### src/rtl/pcr_regs.svh
/*
  offsets, field positions, reset values and timing counts shared by
  both ends of the analog control reconfiguration link.
  assumes inclusion by bare name, inside or outside a module.
*/
`ifndef PCR_REGS_SVH
`define PCR_REGS_SVH

// per-channel field widths
`define PCR_VOD_W 3
`define PCR_PRE_W 5
`define PCR_DCG_W 2
`define PCR_EQ_W 4

// direction select codes
`define PCR_DIR_TX_ONLY 2'h2
`define PCR_DIR_RX_ONLY 2'h1
`define PCR_DIR_RST 2'h3

// default channel count and cycles spent on each channel
`define PCR_N_CH 4
`define PCR_STEP_CYCLES 4

// requester register offsets (byte addresses)
`define PCR_OFS_CTRL 12'h000
`define PCR_OFS_STAT 12'h004
`define PCR_OFS_DIR 12'h008
`define PCR_OFS_WVOD 12'h00C
`define PCR_OFS_WPRE 12'h010
`define PCR_OFS_WDCG 12'h014
`define PCR_OFS_WEQ 12'h018
`define PCR_OFS_RVOD 12'h01C
`define PCR_OFS_RPRE 12'h020
`define PCR_OFS_RDCG 12'h024
`define PCR_OFS_REQ 12'h028

// control and status bit positions
`define PCR_CTRL_WR_BIT 0
`define PCR_CTRL_RD_BIT 1
`define PCR_STAT_BUSY_BIT 0
`define PCR_STAT_DV_BIT 1
`define PCR_STAT_PEND_BIT 2

`endif

### src/rtl/pcr_pkg.sv
/*
  types shared by the reconfiguration controller and its requester.
  assumes nothing of its surroundings.
*/
package pcr_pkg;

  typedef enum logic [1:0] {PCR_IDLE, PCR_WRITE, PCR_READ} pcr_dev_st_t;

  typedef enum logic [1:0] {
    PCR_H_IDLE,
    PCR_H_PEND,
    PCR_H_ISSUE,
    PCR_H_WAIT
  } pcr_req_st_t;

  typedef enum logic {PCR_OP_WR, PCR_OP_RD} pcr_op_t;

endpackage

### src/rtl/pcr_link_if.sv
/*
  link between the reconfiguration controller and its requester.
  assumes both ends run on the same clock and use the same parameters.
*/
`timescale 1ns/1ps
`include "pcr_regs.svh"

interface pcr_link_if #(
  parameter int N_CH = `PCR_N_CH,
  parameter bit SHARED = 1'b1
) ();
  localparam int M = SHARED ? 1 : N_CH;

  logic write_all;
  logic read;
  logic [1:0] dir_sel;
  logic [`PCR_VOD_W*M-1:0] vod;
  logic [`PCR_PRE_W*M-1:0] preemp;
  logic [`PCR_DCG_W*M-1:0] dcgain;
  logic [`PCR_EQ_W*M-1:0] eqctrl;
  logic busy;
  logic data_valid;
  logic [`PCR_VOD_W*N_CH-1:0] vod_out;
  logic [`PCR_PRE_W*N_CH-1:0] preemp_out;
  logic [`PCR_DCG_W*N_CH-1:0] dcgain_out;
  logic [`PCR_EQ_W*N_CH-1:0] eqctrl_out;

  modport dev (
    input write_all, read, dir_sel, vod, preemp, dcgain, eqctrl,
    output busy, data_valid, vod_out, preemp_out, dcgain_out, eqctrl_out
  );

  modport req (
    output write_all, read, dir_sel, vod, preemp, dcgain, eqctrl,
    input busy, data_valid, vod_out, preemp_out, dcgain_out, eqctrl_out
  );
endinterface

### src/rtl/pcr_dev_end.sv
/*
  controller end: walks every attached channel to write or read its
  drive level, pre-emphasis, dc gain and equalizer settings.
  assumes a requester on the same link and clock that keeps its side
  of the handshake; channel-side outputs hold the applied settings.
*/
`timescale 1ns/1ps
`include "pcr_regs.svh"

module pcr_dev_end
  import pcr_pkg::*;
#(
  parameter int N_CH = `PCR_N_CH,
  parameter bit SHARED = 1'b1,
  parameter int STEP_CYCLES = `PCR_STEP_CYCLES
) (
  input wire logic pclk, // 200 MHz clock
  input wire logic presetn, // async reset, active low
  pcr_link_if.dev lnk, // link from the requester
  output logic [`PCR_VOD_W*N_CH-1:0] ch_vod, // applied drive levels
  output logic [`PCR_PRE_W*N_CH-1:0] ch_preemp, // applied pre-emphasis
  output logic [`PCR_DCG_W*N_CH-1:0] ch_dcgain, // applied dc gain
  output logic [`PCR_EQ_W*N_CH-1:0] ch_eqctrl, // applied equalizer
  output logic ch_update // pulse as one channel is served
);

  // shared option narrows the write inputs to one channel's worth
  localparam int M = SHARED ? 1 : N_CH;
  localparam int VN = `PCR_VOD_W * N_CH;
  localparam int PN = `PCR_PRE_W * N_CH;
  localparam int DN = `PCR_DCG_W * N_CH;
  localparam int EN = `PCR_EQ_W * N_CH;
  localparam int CW = N_CH > 1 ? $clog2(N_CH) : 1;
  localparam int SW = STEP_CYCLES > 1 ? $clog2(STEP_CYCLES) : 1;

  initial begin
    if (N_CH < 1 || N_CH > 64) begin
      $error("pcr_dev_end: N_CH must be 1 to 64");
    end
    if (STEP_CYCLES < 1 || STEP_CYCLES > 256) begin
      $error("pcr_dev_end: STEP_CYCLES must be 1 to 256");
    end
    // link write inputs must be one channel wide when shared
    if ($bits(lnk.vod) != `PCR_VOD_W * M) begin
      $error("pcr_dev_end: link write width does not match SHARED");
    end
  end

  typedef struct packed {
    pcr_dev_st_t st;
    logic [CW-1:0] ch;
    logic [SW-1:0] step;
    logic [1:0] dir;
    logic busy;
    logic dv;
    logic upd;
    logic [VN-1:0] w_vod;
    logic [PN-1:0] w_pre;
    logic [DN-1:0] w_dcg;
    logic [EN-1:0] w_eq;
    logic [VN-1:0] a_vod;
    logic [PN-1:0] a_pre;
    logic [DN-1:0] a_dcg;
    logic [EN-1:0] a_eq;
    logic [VN-1:0] r_vod;
    logic [PN-1:0] r_pre;
    logic [DN-1:0] r_dcg;
    logic [EN-1:0] r_eq;
  } pcr_dev_state_t;

  pcr_dev_state_t q, n;

  // low bit of channel c's field in an input of width w per channel
  function automatic int src_lsb(input int c, input int w);
    return SHARED ? 0 : c * w;
  endfunction

  // low bit of channel c's field in a per-channel concatenation
  function automatic int ch_lsb(input logic [CW-1:0] c, input int w);
    return int'(c) * w;
  endfunction

  //////////////////////////////////////////////////////////////////////
  always_comb begin
    logic last_step;
    logic last_ch;
    logic tx_en;
    logic rx_en;
    int lv;
    int lp;
    int ld;
    int le;
    last_step = q.step == SW'(STEP_CYCLES - 1);
    last_ch = q.ch == CW'(N_CH - 1);
    // unlisted codes act as full duplex
    tx_en = q.dir != `PCR_DIR_RX_ONLY;
    rx_en = q.dir != `PCR_DIR_TX_ONLY;
    lv = ch_lsb(q.ch, `PCR_VOD_W);
    lp = ch_lsb(q.ch, `PCR_PRE_W);
    ld = ch_lsb(q.ch, `PCR_DCG_W);
    le = ch_lsb(q.ch, `PCR_EQ_W);
    n = q;
    n.upd = 1'b0;
    case (q.st)
      PCR_IDLE: begin
        if (lnk.write_all || lnk.read) begin
          n.st = lnk.write_all ? PCR_WRITE : PCR_READ;
          n.busy = 1'b1;
          n.dv = 1'b0;
          n.ch = '0;
          n.step = '0;
          n.dir = lnk.dir_sel;
        end
        // snapshot inputs; shared value spread over every channel
        if (lnk.write_all) begin
          for (int c = 0; c < N_CH; c++) begin
            n.w_vod[c*`PCR_VOD_W +: `PCR_VOD_W] =
              lnk.vod[src_lsb(c, `PCR_VOD_W) +: `PCR_VOD_W];
            n.w_pre[c*`PCR_PRE_W +: `PCR_PRE_W] =
              lnk.preemp[src_lsb(c, `PCR_PRE_W) +: `PCR_PRE_W];
            n.w_dcg[c*`PCR_DCG_W +: `PCR_DCG_W] =
              lnk.dcgain[src_lsb(c, `PCR_DCG_W) +: `PCR_DCG_W];
            n.w_eq[c*`PCR_EQ_W +: `PCR_EQ_W] =
              lnk.eqctrl[src_lsb(c, `PCR_EQ_W) +: `PCR_EQ_W];
          end
        end
      end
      // requests are not looked at in these states
      PCR_WRITE, PCR_READ: begin
        n.step = q.step + SW'(1);
        if (last_step) begin
          n.step = '0;
          n.upd = 1'b1;
          if (q.st == PCR_WRITE && tx_en) begin
            n.a_vod[lv +: `PCR_VOD_W] = q.w_vod[lv +: `PCR_VOD_W];
            n.a_pre[lp +: `PCR_PRE_W] = q.w_pre[lp +: `PCR_PRE_W];
          end
          if (q.st == PCR_WRITE && rx_en) begin
            n.a_dcg[ld +: `PCR_DCG_W] = q.w_dcg[ld +: `PCR_DCG_W];
            n.a_eq[le +: `PCR_EQ_W] = q.w_eq[le +: `PCR_EQ_W];
          end
          // fetch the channel's current settings into read-back
          if (q.st == PCR_READ && tx_en) begin
            n.r_vod[lv +: `PCR_VOD_W] = q.a_vod[lv +: `PCR_VOD_W];
            n.r_pre[lp +: `PCR_PRE_W] = q.a_pre[lp +: `PCR_PRE_W];
          end
          if (q.st == PCR_READ && rx_en) begin
            n.r_dcg[ld +: `PCR_DCG_W] = q.a_dcg[ld +: `PCR_DCG_W];
            n.r_eq[le +: `PCR_EQ_W] = q.a_eq[le +: `PCR_EQ_W];
          end
          if (last_ch) begin
            n.st = PCR_IDLE;
            n.busy = 1'b0;
            n.dv = q.st == PCR_READ;
          end else begin
            n.ch = q.ch + CW'(1);
          end
        end
      end
      default: begin
        n.st = PCR_IDLE;
        n.busy = 1'b0;
      end
    endcase
  end

  //////////////////////////////////////////////////////////////////////
  always_ff @(posedge pclk or negedge presetn) begin
    if (!presetn) begin
      q <= '0;
    end else begin
      q <= n;
    end
  end

  //////////////////////////////////////////////////////////////////////
  assign lnk.busy = q.busy;
  assign lnk.data_valid = q.dv;
  assign lnk.vod_out = q.r_vod;
  assign lnk.preemp_out = q.r_pre;
  assign lnk.dcgain_out = q.r_dcg;
  assign lnk.eqctrl_out = q.r_eq;
  assign ch_vod = q.a_vod;
  assign ch_preemp = q.a_pre;
  assign ch_dcgain = q.a_dcg;
  assign ch_eqctrl = q.a_eq;
  assign ch_update = q.upd;

endmodule

### src/flat_wrapper.sv
// flat-port wrapper written by rule: the top's interface ports become plain ports
module pcr_dev_end_flat import pcr_pkg::*;
#(
  parameter int N_CH = `PCR_N_CH,
  parameter bit SHARED = 1'b1,
  parameter int STEP_CYCLES = `PCR_STEP_CYCLES
)
  (pclk, presetn, ch_vod, ch_preemp, ch_dcgain, ch_eqctrl, ch_update, lnk_write_all, lnk_read, lnk_dir_sel, lnk_vod, lnk_preemp, lnk_dcgain, lnk_eqctrl, lnk_busy, lnk_data_valid, lnk_vod_out, lnk_preemp_out, lnk_dcgain_out, lnk_eqctrl_out);
  pcr_link_if #(.N_CH(N_CH), .SHARED(SHARED)) lnk_i ();
  input wire logic pclk;
  input wire logic presetn;
  output logic [`PCR_VOD_W*N_CH-1:0] ch_vod;
  output logic [`PCR_PRE_W*N_CH-1:0] ch_preemp;
  output logic [`PCR_DCG_W*N_CH-1:0] ch_dcgain;
  output logic [`PCR_EQ_W*N_CH-1:0] ch_eqctrl;
  output logic ch_update;
  input wire logic [$bits(lnk_i.write_all)-1:0] lnk_write_all;
  input wire logic [$bits(lnk_i.read)-1:0] lnk_read;
  input wire logic [$bits(lnk_i.dir_sel)-1:0] lnk_dir_sel;
  input wire logic [$bits(lnk_i.vod)-1:0] lnk_vod;
  input wire logic [$bits(lnk_i.preemp)-1:0] lnk_preemp;
  input wire logic [$bits(lnk_i.dcgain)-1:0] lnk_dcgain;
  input wire logic [$bits(lnk_i.eqctrl)-1:0] lnk_eqctrl;
  output wire logic [$bits(lnk_i.busy)-1:0] lnk_busy;
  output wire logic [$bits(lnk_i.data_valid)-1:0] lnk_data_valid;
  output wire logic [$bits(lnk_i.vod_out)-1:0] lnk_vod_out;
  output wire logic [$bits(lnk_i.preemp_out)-1:0] lnk_preemp_out;
  output wire logic [$bits(lnk_i.dcgain_out)-1:0] lnk_dcgain_out;
  output wire logic [$bits(lnk_i.eqctrl_out)-1:0] lnk_eqctrl_out;
  assign lnk_i.write_all = lnk_write_all;
  assign lnk_i.read = lnk_read;
  assign lnk_i.dir_sel = lnk_dir_sel;
  assign lnk_i.vod = lnk_vod;
  assign lnk_i.preemp = lnk_preemp;
  assign lnk_i.dcgain = lnk_dcgain;
  assign lnk_i.eqctrl = lnk_eqctrl;
  assign lnk_busy = lnk_i.busy;
  assign lnk_data_valid = lnk_i.data_valid;
  assign lnk_vod_out = lnk_i.vod_out;
  assign lnk_preemp_out = lnk_i.preemp_out;
  assign lnk_dcgain_out = lnk_i.dcgain_out;
  assign lnk_eqctrl_out = lnk_i.eqctrl_out;
  pcr_dev_end #(.N_CH(N_CH), .SHARED(SHARED), .STEP_CYCLES(STEP_CYCLES)) u_core (.pclk(pclk), .presetn(presetn), .lnk(lnk_i), .ch_vod(ch_vod), .ch_preemp(ch_preemp), .ch_dcgain(ch_dcgain), .ch_eqctrl(ch_eqctrl), .ch_update(ch_update));
endmodule
### config.mk
export PLATFORM = sky130hd
export DESIGN_NAME = pcr_dev_end_flat
export DESIGN_NICKNAME = d
export VERILOG_FILES = /design/src/rtl/pcr_pkg.sv /design/src/rtl/pcr_link_if.sv /design/src/rtl/pcr_dev_end.sv /design/src/flat_wrapper.sv
export VERILOG_INCLUDE_DIRS = /design/src /design/src/rtl
export SDC_FILE = /design/constraint.sdc
export NUM_CORES = 1
export LEC_CHECK = 0
export ABC_AREA = 0
export BUFFER_PORTS_ARGS = -buffer_cell sky130_fd_sc_hd__buf_2
export CAP_MARGIN = 40
export CELL_PAD_IN_SITES_DETAIL_PLACEMENT = 1
export CELL_PAD_IN_SITES_GLOBAL_PLACEMENT = 2
export CORE_MARGIN = 2
export CORE_UTILIZATION = 40
export CTS_BUF_LIST = sky130_fd_sc_hd__clkbuf_4 sky130_fd_sc_hd__clkbuf_8
export DETAILED_ROUTE_END_ITERATION = 8
export PLACE_DENSITY_LB_ADDON = 0.1
export SLEW_MARGIN = 20
export SYNTH_ARGS = -nofsm -noshare
export SYNTH_HDL_FRONTEND = slang
export SYNTH_SLANG_ARGS = --single-unit
### constraint.sdc
create_clock -name pclk -period 6.12 [get_ports pclk]
set_clock_uncertainty 0.05 [all_clocks]
set_input_delay 0.612 -clock pclk [delete_from_list [all_inputs] [get_ports pclk]]
set_output_delay 0.612 -clock pclk [all_outputs]
set_load 0.1 [all_outputs]
==> impl_metrics.py <==
metrics = {
    "worst_setup_path": {
        "path_delay_family": "simple AND/OR/NAND/NOR gates",
        "path_buf_inv": 2,
        "worstPathArrival_ns": 3.32,
        "end_kind": "flop",
        "r2r_slack_ns": 3.11,
        "critical_path.max_fanout": 31,
        "r2r-start": "u_core.q[175]",
        "critPathLaunchType": "flop",
        "crit_type": "reg -> reg",
        "cpPeakStageDelay_ns": 0.71,
        "cp_slowest_cell": "nand4_1",
        "reg2reg_to": "u_core.ch_preemp[1]",
        "worstPathRequired_ns": 6.43,
        "path_cells": "buf_4, inv_1, ha_1, nand4_1, nand2b_1, o21ai_0",
        "r2r_cells": 6,
    },
    "grt": {
        "antenna_found_initial": 0,
        "gr-usage-all-layers_pct": 20.4,
        "grt_max_degree": 60,
        "grt_first_pass_wirelength_um": 28600,
        "grt_pass1_vias": 4807,
        "overflow": 0,
    },
    "synthesis": {
        "synth_area_per_cell_um2": 11.3,
        "yosysWarnings": 0,
        "synth-edff-count": 0,
        "synth_area_leaders": "dfrtp_1 (49%), buf_4 (12%), a22o_1 (7.0%), o21ai_0 (5.4%), mux4_2 (4.5%)",
        "synth_top_area_share_pct": 48.6,
        "synthArstFlopShare_pct": 100,
        "syn_nets": 655,
        "yosys-top-cells-count": "dfrtp_1 (137), buf_4 (113), o21ai_0 (76)",
        "syn_inst": 623,
        "ys_seq_area_share_pct": 48.6,
        "yosysMostFrequentCell": "dfrtp_1",
        "yosysUniqueCellTypes": 45,
        "synthFlopType": "dfrtp_1",
        "mappedNetlistArea_um2": 7050,
        "yosysTopAreaCell": "dfrtp_1",
        "ys_ff_latch": 137,
    },
    "layout": {
        "fillCellCount": 1890,
        "fin_nets": 680,
        "drive_gt1_share_pct": 34.5,
        "diodes": 0,
        "syn_to_final_growth_pct": 8.41,
    },
    "detailed_routing": {
        "num_vias": 4720,
        "drc": 0,
        "drtAntennaViolNets": 0,
        "wl_per_cell_um": 20.9,
        "drt-pass1-iter-count": 4,
        "wirelength_um": 18500,
        "vias_per_cell": 5.33,
        "drtIter0Drc": 315,
    },
    "floorplanning": {
        "die_w_um": 137,
        "initial_core_util_pct": 40.9,
        "core-area_um2": 17200,
        "row_count": 48,
        "pin_count": 135,
        "die_h_um": 137,
        "die_area_um2": 18700,
    },
    "sta": {
        "slew_viol_final": 0,
        "timing.fmax_ghz": 0.332,
        "finalHoldViolCount": 0,
        "finalCritPeriodShare_pct": 49.2,
        "worst_pin_slew_ns": 0.812,
        "rsz0062_at_grt": "false",
        "tns_ns": 0,
        "setup_viol": 0,
        "max-slew-margin-rel_pct": 45.9,
        "period_minus_slack_ns": 3.01,
    },
    "clocking": {
        "cts-root-buf": "clkbuf_8",
        "htreeDepth": 4,
        "cts_sinks": 137,
        "numCtsBuffers": 17,
        "clockBufferDepth": 2,
        "cts_hold_buf": 0,
        "path_clk_slew_ns": 0.08,
        "clk_latency_ns": 0.45,
        "cts-resized-gates": 0,
        "cts_tree": "done",
        "post_cts_buffers": 0,
    },
    "min_path": {
        "whs_path_depth": 2,
        "min_to": "u_core.q[125]",
        "min_path_type": "in -> reg",
        "hp-start": "lnk_eqctrl[1]",
    },
    "power_and_ir_drop": {
        "ir_drop_mv": 0.253,
        "p_total_mw": 2.89,
        "power_leakage_nw": 3.69,
        "p_per_area_nw_per_um2": 378,
    },
    "place": {
        "place_hpwl_um": 13500,
        "gp_congestion": 0.759,
        "port_buffers": 134,
    },
    "status": {
        "status": "completed",
    },
    "flow_run": {
        "cap_violations": 0,
    },
}
-- placed cells by master, fill, tap and decap left out, types with 3 or more instances in the layout --
cell type,netlist,routed
nand4_1,5,5
dfrtp_1,137,137
nand2_1,62,62
clkinv_4,0,4
buf_2,9,133
o21ai_1,3,3
mux4_2,14,14
clkbuf_8,0,17
nor3_4,5,5
o21ai_0,76,76
o31ai_1,10,10
buf_6,4,4
nand2b_1,10,10
mux2i_1,16,16
a22o_1,56,56
mux2_2,19,19
inv_1,19,19
nor3b_2,4,4
nand3_1,5,5
bufinv_16,0,6
buf_4,113,5
ha_1,12,12
-- final cells by class --
type	instances	area (µm²)	share of cell area (%)
Sequential cell	137	3430	44.8
Multi-Input combinational cell	328	2570	33.6
Timing Repair Buffer	145	813	10.6
Tap cell	225	282	3.68
Clock inverter	15	249	3.26
Clock buffer	17	234	3.06
Inverter	19	71.3	0.933
-- power by group --
| group | switching (mW) | total (mW) | internal (mW) | leakage (nW) |
|---|---|---|---|---|
| sequential | 0.134 | 1.14 | 1.01 | 1.87 |
| combinational | 0.622 | 0.846 | 0.224 | 1.58 |
| clock | 0.375 | 0.902 | 0.528 | 0.236 |
| total | 1.13 | 2.89 | 1.76 | 3.69 |
-- stage by stage --
stage / hold WS [ns] / cells / worst slack (ns) / instance area, µm² / utilization (%)
5_1_grt: 0.309 / 886 / 2.88 / 7640 / 44.4
6_report: 0.339 / 886 / 3.11 / 7640 / 44.4
4_1_cts: 0.200 / 882 / 2.99 / 7580 / 44.0
3_3_place_gp: 0.433 / 847 / 3.02 / 7050 / 40.9
3_5_place_dp: 0.444 / 850 / 2.98 / 7100 / 41.2
2_1_floorplan: 0.266 / 623 / 3.83 / 7050 / -
-- metal layers --
metal  vias to the layer above  routed length [µm]  GRT usage (%)
met3                        12                 885           4.67
met1                      2438                9150           30.3
met4                         0                 140           4.81
met5                         -                   0              0
li1                       2153                   -              -
met2                       117                8340           30.5
-- flip-flops by register name, indices dropped and copies added, names as in the netlist --
signal and count:
u_core.ch_dcgain 8, u_core.ch_eqctrl 16, u_core.ch_preemp 20, u_core.ch_update 1, u_core.ch_vod 12, u_core.lnk.busy 1
u_core.lnk.data_valid 1, u_core.lnk.dcgain_out 8, u_core.lnk.eqctrl_out 16, u_core.lnk.preemp_out 20, u_core.lnk.vod_out 12, u_core.q 22
-- worst max-delay path by stage --
stage	to	from	slack, ns	cells after the start
finish	u_core.ch_preemp[1]	u_core.q[175]	3.11	6
global route	u_core.ch_preemp[0]	u_core.q[175]	2.88	6
CTS	u_core.ch_preemp[1]	u_core.q[176]	2.99	5
detailed placement	u_core.ch_preemp[1]	u_core.q[176]	2.98	5
global placement	u_core.ch_preemp[0]	u_core.q[176]	3.02	5
floorplan	u_core.lnk.dcgain_out[4]	u_core.q[176]	3.83	7
-- cell families (layout without fill, tap and decap cells) --
logic type,after synthesis,count (layout),synth area share (%)
AO/OA/AOI/OAI,149,149,14.0
buffers and inverters,158,196,15.0
AND/OR/NAND/NOR,118,118,10.5
adder cells (fa/ha/maj),12,12,2.13
flip-flops,137,137,48.6
multiplexers,49,49,9.78
(Power assumes the default switching activity.)
